<file path="src/hdl/srm_pkg.sv">
package srm_pkg;

  // Register indices of the two receive channel configuration registers.
  localparam logic [7:0] RX_CH3_CFG_ADDR = 8'h2A;
  localparam logic [7:0] RX_CH4_CFG_ADDR = 8'h2B;

  // Field positions inside a configuration register.
  localparam int ENABLE_BIT  = 5;
  localparam int SLOT_MSB    = 4;
  localparam int SLOT_LSB    = 0;
  localparam int RSVD_MSB    = 7;
  localparam int RSVD_LSB    = 6;
  localparam int HALF_BIT    = 4;

  // Reset values of the fields.
  localparam logic       RX_CH3_ENABLE_RST = 1'h0;
  localparam logic       RX_CH4_ENABLE_RST = 1'h0;
  localparam logic [4:0] RX_CH3_SLOT_RST   = 5'h02;
  localparam logic [4:0] RX_CH4_SLOT_RST   = 5'h03;
  localparam logic [1:0] RSVD_VALUE        = 2'h0;

  // Playback converter channel codes carried with each word.
  localparam logic PLAY_CH3 = 1'h0;
  localparam logic PLAY_CH4 = 1'h1;

  localparam int SAMPLE_W = 32;

  // Stored configuration of one receive channel.
  typedef struct packed {
    logic       enable;
    logic [4:0] slot;
  } srm_cfg_t;

  // One received slot word as the deserialiser hands it over.
  typedef struct packed {
    logic [4:0]          idx;
    logic                right;
    logic [SAMPLE_W-1:0] data;
  } srm_slot_t;

  // One word toward the playback path.
  typedef struct packed {
    logic                chan;
    logic [SAMPLE_W-1:0] data;
  } srm_play_t;

endpackage

</file>
<file path="src/hdl/srm_buf2.sv">
// Two-entry buffer with valid and ready on both sides.
module srm_buf2 #(
  parameter type item_t = logic [7:0],
  parameter int  DEPTH  = 2
) (
  // Clock and reset.
  input  wire logic  mclk,
  input  wire logic  rst,
  // Filling side.
  input  wire logic  in_valid,
  output logic       in_ready,
  input  wire item_t in_item,
  // Draining side.
  output logic       out_valid,
  input  wire logic  out_ready,
  output item_t      out_item
);

  localparam int PW = (DEPTH > 1) ? $clog2(DEPTH) : 1;

  item_t              mem [DEPTH];
  logic [PW-1:0]      wr_ptr;
  logic [PW-1:0]      rd_ptr;
  logic [PW:0]        count;
  logic               push;
  logic               pop;

  // Full and empty follow the count exactly.
  assign in_ready  = (count != (PW+1)'(DEPTH));
  assign out_valid = (count != '0);
  assign push      = in_valid && in_ready;
  assign pop       = out_valid && out_ready;
  assign out_item  = mem[rd_ptr];

  // Storage is written at the write pointer.
  always_ff @(posedge mclk) begin
    if (push) begin
      mem[wr_ptr] <= in_item;
    end
  end

  // Pointers wrap at the depth.
  always_ff @(posedge mclk or posedge rst) begin
    if (rst) begin
      wr_ptr <= '0;
      rd_ptr <= '0;
    end else begin
      if (push) begin
        wr_ptr <= (wr_ptr == PW'(DEPTH - 1)) ? '0 : wr_ptr + PW'(1);
      end
      if (pop) begin
        rd_ptr <= (rd_ptr == PW'(DEPTH - 1)) ? '0 : rd_ptr + PW'(1);
      end
    end
  end

  // Occupancy count.
  always_ff @(posedge mclk or posedge rst) begin
    if (rst) begin
      count <= '0;
    end else if (push && !pop) begin
      count <= count + (PW+1)'(1);
    end else if (pop && !push) begin
      count <= count - (PW+1)'(1);
    end
  end

endmodule

</file>
<file path="src/hdl/srm_slot_map.sv">
module srm_slot_map (
  // Clock and reset.
  input  wire logic                mclk,
  input  wire logic                rst,
  // Register access port.
  input  wire logic                reg_wr,
  input  wire logic                reg_rd,
  input  wire logic [7:0]          reg_addr,
  input  wire logic [7:0]          reg_wdata,
  output logic [7:0]               reg_rdata,
  // Frame format: high for TDM, low for I2S or left-justified.
  input  wire logic                fmt_tdm,
  // Slot stream from the primary serial port deserialiser.
  input  wire logic                slot_valid,
  output logic                     slot_ready,
  input  wire srm_pkg::srm_slot_t  slot_word,
  // Words toward the playback converters.
  output logic                     play_valid,
  input  wire logic                play_ready,
  output srm_pkg::srm_play_t       play_word
);

  srm_pkg::srm_cfg_t   cfg3;
  srm_pkg::srm_cfg_t   cfg4;
  logic                hit3;
  logic                hit4;
  logic                slot_take;
  logic                stage_valid;
  logic                stage_hit3;
  logic                stage_hit4;
  logic [31:0]         stage_data;
  logic                buf_ready;
  logic                buf_push;
  srm_pkg::srm_play_t  buf_item;

  // Decides whether a received slot matches a configured slot number.
  function automatic logic slot_match(input logic [4:0] sel, input logic tdm, input logic [4:0] idx,
                                      input logic right);
    if (tdm) begin
      slot_match = (sel == idx);
    end else begin
      slot_match = (sel[srm_pkg::HALF_BIT] == right) && (sel[3:0] == idx[3:0]);
    end
  endfunction

  // Register writes keep the enable and slot fields only.
  always_ff @(posedge mclk or posedge rst) begin
    if (rst) begin
      cfg3.enable <= srm_pkg::RX_CH3_ENABLE_RST;
      cfg3.slot   <= srm_pkg::RX_CH3_SLOT_RST;
      cfg4.enable <= srm_pkg::RX_CH4_ENABLE_RST;
      cfg4.slot   <= srm_pkg::RX_CH4_SLOT_RST;
    end else if (reg_wr) begin
      if (reg_addr == srm_pkg::RX_CH3_CFG_ADDR) begin
        cfg3.enable <= reg_wdata[srm_pkg::ENABLE_BIT];
        cfg3.slot   <= reg_wdata[srm_pkg::SLOT_MSB:srm_pkg::SLOT_LSB];
      end
      if (reg_addr == srm_pkg::RX_CH4_CFG_ADDR) begin
        cfg4.enable <= reg_wdata[srm_pkg::ENABLE_BIT];
        cfg4.slot   <= reg_wdata[srm_pkg::SLOT_MSB:srm_pkg::SLOT_LSB];
      end
    end
  end

  // Read data is registered; reserved bits and unmapped addresses read zero.
  always_ff @(posedge mclk or posedge rst) begin
    if (rst) begin
      reg_rdata <= 8'h00;
    end else if (reg_rd) begin
      if (reg_addr == srm_pkg::RX_CH3_CFG_ADDR) begin
        reg_rdata <= {srm_pkg::RSVD_VALUE, cfg3};
      end else if (reg_addr == srm_pkg::RX_CH4_CFG_ADDR) begin
        reg_rdata <= {srm_pkg::RSVD_VALUE, cfg4};
      end else begin
        reg_rdata <= 8'h00;
      end
    end
  end

  // A disabled channel never matches, so its slot is dropped.
  assign hit3       = cfg3.enable && slot_match(cfg3.slot, fmt_tdm, slot_word.idx, slot_word.right);
  assign hit4       = cfg4.enable && slot_match(cfg4.slot, fmt_tdm, slot_word.idx, slot_word.right);
  assign slot_ready = !stage_valid;
  assign slot_take  = slot_valid && slot_ready;

  // Channel 3 goes first when both channels share one slot.
  assign buf_push      = stage_valid && buf_ready;
  assign buf_item = {(stage_hit3 ? srm_pkg::PLAY_CH3 : srm_pkg::PLAY_CH4), stage_data};

  // The stage holds one matched slot until every owed word is buffered.
  always_ff @(posedge mclk or posedge rst) begin
    if (rst) begin
      stage_valid <= 1'b0;
      stage_hit3  <= 1'b0;
      stage_hit4  <= 1'b0;
    end else if (slot_take) begin
      stage_valid <= hit3 || hit4;
      stage_hit3  <= hit3;
      stage_hit4  <= hit4;
    end else if (buf_push) begin
      if (stage_hit3) begin
        stage_hit3  <= 1'b0;
        stage_valid <= stage_hit4;
      end else begin
        stage_hit4  <= 1'b0;
        stage_valid <= 1'b0;
      end
    end
  end

  // Sample data of the staged slot.
  always_ff @(posedge mclk or posedge rst) begin
    if (rst) begin
      stage_data <= 32'h0;
    end else if (slot_take) begin
      stage_data <= slot_word.data;
    end
  end

  // Output buffer absorbs a stall by the playback path.
  srm_buf2 #(
    .item_t (srm_pkg::srm_play_t),
    .DEPTH  (2)
  ) u_buf (
    .mclk      (mclk),
    .rst       (rst),
    .in_valid  (stage_valid),
    .in_ready  (buf_ready),
    .in_item   (buf_item),
    .out_valid (play_valid),
    .out_ready (play_ready),
    .out_item  (play_word)
  );

  // Checks.
  AST_RSVD_ZERO: assert property (@(posedge mclk) disable iff (rst)
    reg_rd |=> reg_rdata[srm_pkg::RSVD_MSB:srm_pkg::RSVD_LSB] == 2'h0)
    else $error("Reserved bits read nonzero.");

  AST_CH3_OFF: assert property (@(posedge mclk) disable iff (rst)
    (slot_take && !cfg3.enable) |=> !stage_hit3)
    else $error("Disabled channel 3 took a slot.");

  AST_CH4_OFF: assert property (@(posedge mclk) disable iff (rst)
    (slot_take && !cfg4.enable) |=> !stage_hit4)
    else $error("Disabled channel 4 took a slot.");

  AST_CH3_SLOT: assert property (@(posedge mclk) disable iff (rst)
    (reg_wr && reg_addr == srm_pkg::RX_CH3_CFG_ADDR) ##1 !reg_wr
    ##1 (reg_rd && reg_addr == srm_pkg::RX_CH3_CFG_ADDR)
    |=> reg_rdata[4:0] == $past(reg_wdata[4:0], 3))
    else $error("Channel 3 slot readback mismatch.");

  AST_CH4_SLOT: assert property (@(posedge mclk) disable iff (rst)
    $fell(rst) |-> cfg4.slot == srm_pkg::RX_CH4_SLOT_RST && cfg3.slot == srm_pkg::RX_CH3_SLOT_RST)
    else $error("Slot reset value wrong.");

  AST_I2S_RIGHT: assert property (@(posedge mclk) disable iff (rst)
    (slot_take && cfg3.enable && !fmt_tdm && slot_word.right && cfg3.slot[4] &&
     slot_word.idx[3:0] == cfg3.slot[3:0]) |=> stage_valid && stage_hit3 && stage_data == $past(slot_word.data))
    else $error("Right-half slot not mapped to channel 3.");

  AST_TDM_SLOT: assert property (@(posedge mclk) disable iff (rst)
    (slot_take && cfg4.enable && fmt_tdm && slot_word.idx != cfg4.slot) |=> !stage_hit4)
    else $error("TDM slot mismatch accepted on channel 4.");

  AST_NO_SAMPLE: assert property (@(posedge mclk) disable iff (rst)
    (slot_take && !cfg3.enable && !cfg4.enable) |=> !stage_valid && !stage_hit3 && !stage_hit4)
    else $error("Sample emitted with both channels off.");

  // Slot selection, ordering, stall and read-data hold checks.
  AST_CH3_TDM: assert property (@(posedge mclk) disable iff (rst)
    (slot_take && cfg3.enable && fmt_tdm && slot_word.idx == cfg3.slot)
    |=> stage_valid && stage_hit3 && stage_data == $past(slot_word.data))
    else $error("Channel 3 missed its TDM slot.");

  AST_CH4_TDM: assert property (@(posedge mclk) disable iff (rst)
    (slot_take && cfg4.enable && fmt_tdm && slot_word.idx == cfg4.slot)
    |=> stage_valid && stage_hit4 && stage_data == $past(slot_word.data))
    else $error("Channel 4 missed its TDM slot.");

  AST_CH4_I2S: assert property (@(posedge mclk) disable iff (rst)
    (slot_take && cfg4.enable && !fmt_tdm && slot_word.right == cfg4.slot[srm_pkg::HALF_BIT] &&
     slot_word.idx[3:0] == cfg4.slot[3:0])
    |=> stage_valid && stage_hit4)
    else $error("Half-frame slot not mapped to channel 4.");

  AST_BOTH_ORDER: assert property (@(posedge mclk) disable iff (rst)
    (buf_push && stage_hit3 && stage_hit4)
    |-> buf_item.chan == srm_pkg::PLAY_CH3 ##1 (stage_valid && !stage_hit3 && stage_hit4))
    else $error("Shared slot not handed over channel 3 first.");

  AST_STALL_HOLD: assert property (@(posedge mclk) disable iff (rst)
    (stage_valid && !buf_ready)
    |=> stage_valid && $stable(stage_data) && !slot_ready)
    else $error("Staged slot lost during a stall.");

  AST_IDLE_OFF: assert property (@(posedge mclk) disable iff (rst)
    (!cfg3.enable && !cfg4.enable && !stage_valid)
    |=> !stage_valid)
    else $error("Slot staged with both channels off.");

  AST_RDATA_HOLD: assert property (@(posedge mclk) disable iff (rst)
    !reg_rd
    |=> $stable(reg_rdata))
    else $error("Read data changed without a read.");

  COV_CH3: cover property (@(posedge mclk) disable iff (rst) buf_push && buf_item.chan == srm_pkg::PLAY_CH3);
  COV_BOTH: cover property (@(posedge mclk) disable iff (rst) slot_take && hit3 && hit4);
  COV_STALL: cover property (@(posedge mclk) disable iff (rst) !buf_ready && stage_valid);
  // A right-half slot reaches channel 4, and an unmatched slot is dropped.
  COV_HALF_RIGHT: cover property (@(posedge mclk) disable iff (rst) slot_take && hit4 && !fmt_tdm && slot_word.right);
  COV_DROP: cover property (@(posedge mclk) disable iff (rst) slot_take && !hit3 && !hit4);

endmodule

</file>
<file path="config.mk">
export PLATFORM = sky130hd
export DESIGN_NAME = srm_slot_map
export DESIGN_NICKNAME = d
export VERILOG_FILES = /design/src/hdl/srm_pkg.sv /design/src/hdl/srm_buf2.sv /design/src/hdl/srm_slot_map.sv
export SDC_FILE = /design/constraint.sdc
export NUM_CORES = 1
export LEC_CHECK = 0
export BUFFER_PORTS_ARGS = -buffer_cell sky130_fd_sc_hd__clkbuf_2
export CAP_MARGIN = 5
export CORE_MARGIN = 1.5
export CORE_UTILIZATION = 50
export CTS_CLUSTER_SIZE = 24
export DETAILED_ROUTE_END_ITERATION = 7
export PLACE_DENSITY = 0.73
export SYNTH_ARGS = -nofsm -noshare
export SYNTH_HDL_FRONTEND = slang
export SYNTH_SLANG_ARGS = --single-unit
export TNS_END_PERCENT = 20
</file>
<file path="constraint.sdc">
create_clock -name mclk -period 5.8 [get_ports mclk]
set_input_delay 0.58 -clock mclk [delete_from_list [all_inputs] [get_ports mclk]]
set_output_delay 0.58 -clock mclk [all_outputs]
set_load 0.005 [all_outputs]
</file>
## After elaboration in Yosys (flattened, before gate mapping)

Memories as Yosys holds them, arrays and structs flattened.
Cells that the tools add are included.

| word-level totals | value |
|---|---|
| flip-flop bits (word level) | 59 |
| bits in latches | 0 |
| RAM bits | 66 |
| bits in read-only memories | 0 |
| input bits | 61 |
| logic and storage cells | 61 |
| memories | 1 |

| operators by class | value |
|---|---|
| $add $sub $neg | 4 |
| multipliers | 0 |
| divide/modulo/power cells | 0 |
| order comparisons | 0 |
| eq/ne operators | 9 |
| shifts and indexed selects | 0 |
| multiplexer cells | 17 |
| bitwise logic cells | 0 |
| reduce and logical (&&, ||, !) cells | 18 |

Memories:

| name | words | width | read ports | clocked after Yosys merged registers in | wr ports | RTL line | text |
|---|---|---|---|---|---|---|---|
| u_buf.mem | 2 | 33 | 1 | 0 | 1 | srm_buf2.sv:21 | `item_t mem [DEPTH];` |

Operators by type and width:

| operator | number |
|---|---|
| 8-bit by 6-bit == test with 1-bit output (second input constant) | 2 |
| 1-bit two-way mux | 13 |
| 6-bit two-way mux | 2 |
| 5-bit == test | 2 |
| 1-bit logical AND | 9 |
| 4-bit == test | 2 |
| 2-bit nonzero test | 3 |
| 2-bit two-way mux | 2 |
| 2-bit AND reduction | 2 |
| 1-bit zero test | 3 |
| 1-bit adder (second input constant) | 2 |
| 2-bit by 1-bit adder with 2-bit output (second input constant) | 1 |
| 1-bit == test | 2 |
| 2-bit != test (second input constant) | 1 |
| 2-bit by 1-bit subtractor with 2-bit output (second input constant) | 1 |
| 1-bit logical OR | 1 |

## Logic depth before layout (Yosys ltp)

| logic depth | value |
|---|---|
| depth in word-level cells | 6 |
| depth in mapped cells | 7 |

## Hierarchy

A second synthesis with hierarchy kept.

| unflattened totals | value |
|---|---|
| cells, all modules | 282 |
| area total of the unflattened synthesis | 5043.6 um^2 |

By module, submodules not included:

| module | instances | cells an instance | area each (um^2) |
|---|---|---|---|
| srm_buf2 | 1 | 122 | 2731.4 |
| srm_slot_map | 1 | 160 | 2312.2 |

## Worst setup path after synthesis

OpenSTA, ideal clock, no wires.

| timing path | value |
|---|---|
| path type | register to register |
| start | register u_buf.count[0] |
| end | memory u_buf.mem[0][0] (netlist bit), enable pin |
| setup time | 0.423 ns |
| arrival | 2.050 ns |
| required time | 5.377 ns |
| path slack | 3.327 ns |
| stages on the path, launching flop included | 4 |
| buffers on the path | 0 |
| period minus slack after synthesis | 2.473 ns |
| cell sequence | dfrtp_1 nand2b_1 nand2_1 nor2_1 |

| on the way | value |
|---|---|
| cells in the longest elaborated chain, start to end | 4 |

RTL lines:

| what | RTL line | text |
|---|---|---|
| from (decl) | srm_buf2.sv:24 | `logic [PW:0] count;` |
| from (signal assigned) | srm_buf2.sv:62 | `count <= count + (PW+1)'(1);` |
| from (signal assigned) | srm_buf2.sv:64 | `count <= count - (PW+1)'(1);` |
| 2-bit != test | srm_buf2.sv:29 | `assign in_ready = (count != (PW+1)'(DEPTH));` |
| 1-bit logical AND | srm_buf2.sv:31 | `assign push = in_valid && in_ready;` |
| 1-bit two-way mux | srm_buf2.sv:37 | `if (push) begin` |
| 1-bit two-way mux (not written as such) | srm_buf2.sv:38 | `mem[wr_ptr] <= in_item;` |
| to (decl) | srm_buf2.sv:21 |  |

No other way between the ends.

==> metrics.txt <==
vias in the first global route roughly 2700; Post-synth EDFFs 66; CTS clock-pin slew for the worst setup and hold paths 60 ps; antenna cells 0; Reg2Reg Depth 3; IR drop worst, VDD 188.6 uV; slowest cell delay on critical path 860 ps; dpl cells 499; final hold violations 0; Slowest cell on crit path dfrtp_1; WL/cell 15.83 um; Rows 35; MaxCap Viol Count 0; postcts setup bufs 0; detail-routed via count per cell approximately 5.0; Final Critical Period 2816 ps; starting DRC count in detailed routing 73; CTS tree built; asr flop ratio synth 46.34%; DIE AREA approximately 0.010 sq mm; setup tns final 0 ps; syn_area_per_cell 17.36 sq um; Yosys reg bits 123; Mapped Area roughly 0.0049 sq mm; Die W 101.8 um; top_reg_cell synth edfxtp_1; H-tree depth 4; Worst R2R Start u_buf.count[0]; RSZ-0062 raised after global routing no; f_max 355.2 MHz; via count 2656; leakage 2.567 nW; Slew Limit Fails 0; First-pass DRT Iterations 4; CP Capture Type output pin; worst path required time roughly 5200 ps; crit-path max FO 18; final WL between 8000 and 9000 um; initial core utilization 52.30%; RePlAce Congestion 0.7549; Port-buffer cells 99; worst hold-check path type input port to async pin; clock sinks 123; core region area between 0.009 and 0.01 sq mm; Synth-to-Final Area Change 24.78%; clock skew between 10 and 15 ps; layout cells sized above 1 53.98%; Post-Syn Instances between 200 and 300; Die Y 101.8 um; commonest non-fill, non-tap cell in the layout clkbuf_2; Bufs on Longest Clock Path 2; Rel. slew slack 31.62%; crit path DAT roughly 2200 ps; largest cells by area after synthesis edfxtp_1 (41%), dfrtp_1 (28%), mux2_2 (15%); first-pass GRT wire length around 13000 um; Gates resized, CTS repair 0; post-synth top area share 40.63%; status finished, final reports clean; clk_lat worst skew 490 ps; most frequent cells in the layout clkbuf_2 (99), edfxtp_1 (66), mux2_2 (65); critical path cell sequence buf_4 > mux2_2 > clkbuf_2; hold buffer count at CTS 0; pwr dens 393.8 mW/mm^2; initial antenna violation count 0; Ys Warns 0; GR Util All Layers between 15 and 20%; largest net degree at the start of global routing 36; Layout Nets 451; total power draw 2.397 mW; Finished Layout Cells 531; FF-to-FF End u_buf.mem[0][22]; Yosys top cell by area edfxtp_1; CP Class register to output pin; CTS buffer count 17; Root Buffer clkbuf_8; grt ovf 0; post-synthesis sequential area ratio 69.94%; Setup Viol. Count Final 0; setup slack, reg-to-reg 3900 ps; Top-Level Pins 104; final worst-path cycle share around 49%; Hold Slack about 110 ps; DRC viols 0; post-synthesis cell type count 30; Worst-Margin Slew roughly 1000 ps; startpoint class of the critical path register; number of routed nets with antenna violations 0; HPWL Detailed 5495 um
[how the worst max path moves through the flow]
stage | from | endpoint | slack [ps]
floorplan | u_buf.count[0] | u_buf.mem[0][0] | 3330
global placement | u_buf.rd_ptr | play_word[18] | 3480
detailed placement | u_buf.rd_ptr | play_word[18] | 3450
CTS | u_buf.rd_ptr | play_word[18] | 2910
global route | u_buf.rd_ptr | play_word[32] | 2880
finish | u_buf.rd_ptr | play_word[32] | 2980
[power breakdown]
part / internal (mW) / switching [mW] / total [mW]
registers: 0.970 / 0.0557 / 1.03
logic: 0.189 / 0.124 / 0.313
clock network: 0.685 / 0.373 / 1.06
[per-stage QoR]
stage               setup WS [ps]  area, sq um  util [%]
floorplan                    3327         4882         -
global placement             3481         5482     58.77
detailed placement           3449         5482     58.77
CTS                          2914         6087     65.26
global route                 2875         6087     65.26
finish                       2984         6087     65.26
[synthesized netlist by cell type (4+ instances only)]
cell type / number
mux2_4: 12
nand3_1: 4
dfrtp_1: 54
mux2i_1: 7
o22ai_1: 6
buf_4: 5
edfxtp_1: 66
xnor2_1: 5
nand2_1: 5
xor2_1: 10
inv_1: 10
mux2_2: 65
buf_2: 5
[logic make-up after synthesis]
| kind of cell | synth area share, % |
|---|---|
| other | 0.07687 |
| XOR/XNOR | 2.693 |
| AND/OR/NAND/NOR | 3.437 |
| adder cells (fa/ha/maj) | 0.2564 |
| AO/OA/AOI/OAI | 0.8720 |
| buffers and inverters | 2.590 |
| multiplexers | 20.13 |
| flip-flops | 69.94 |
[registers in the layout, indices dropped and copies added, names as in the netlist]
| signal | cells |
|---|---|
| stage_hit4 | 1 |
| u_buf.wr_ptr | 1 |
| stage_data | 32 |
| u_buf.rd_ptr | 1 |
| stage_valid | 1 |
| stage_hit3 | 1 |
| u_buf.mem | 66 |
| u_buf.count | 2 |
| cfg4 | 6 |
| reg_rdata | 6 |
| cfg3 | 6 |
[area by class of cell]
| type | count | area [sq um] |
|---|---|---|
| Clock inverter | 12 | 158.9 |
| Timing Repair Buffer | 101 | 510.5 |
| Tap cell | 129 | 161.4 |
| Inverter | 10 | 37.54 |
| Sequential cell | 123 | 3412 |
| Multi-Input combinational cell | 136 | 1360 |
| Fill cell | 678 | 3241 |
| Clock buffer | 20 | 446.7 |
[layer usage]
metal / up-vias / GRT usage, % / routed length, um
met5: - / 0 / 0
met4: 0 / 7.692 / 70
met3: 6 / 4.969 / 453
met2: 78 / 29.85 / 4369
met1: 1320 / 20.03 / 3512
li1: 1252 / - / -
[worst max-delay path, delay by kind of cell (launching register included)]
family	cells	cell delay [ps]
DFF	1	860
buffers and inverters	2	520
muxes	1	370
Note: power is estimated with default switching activity, not from simulation.
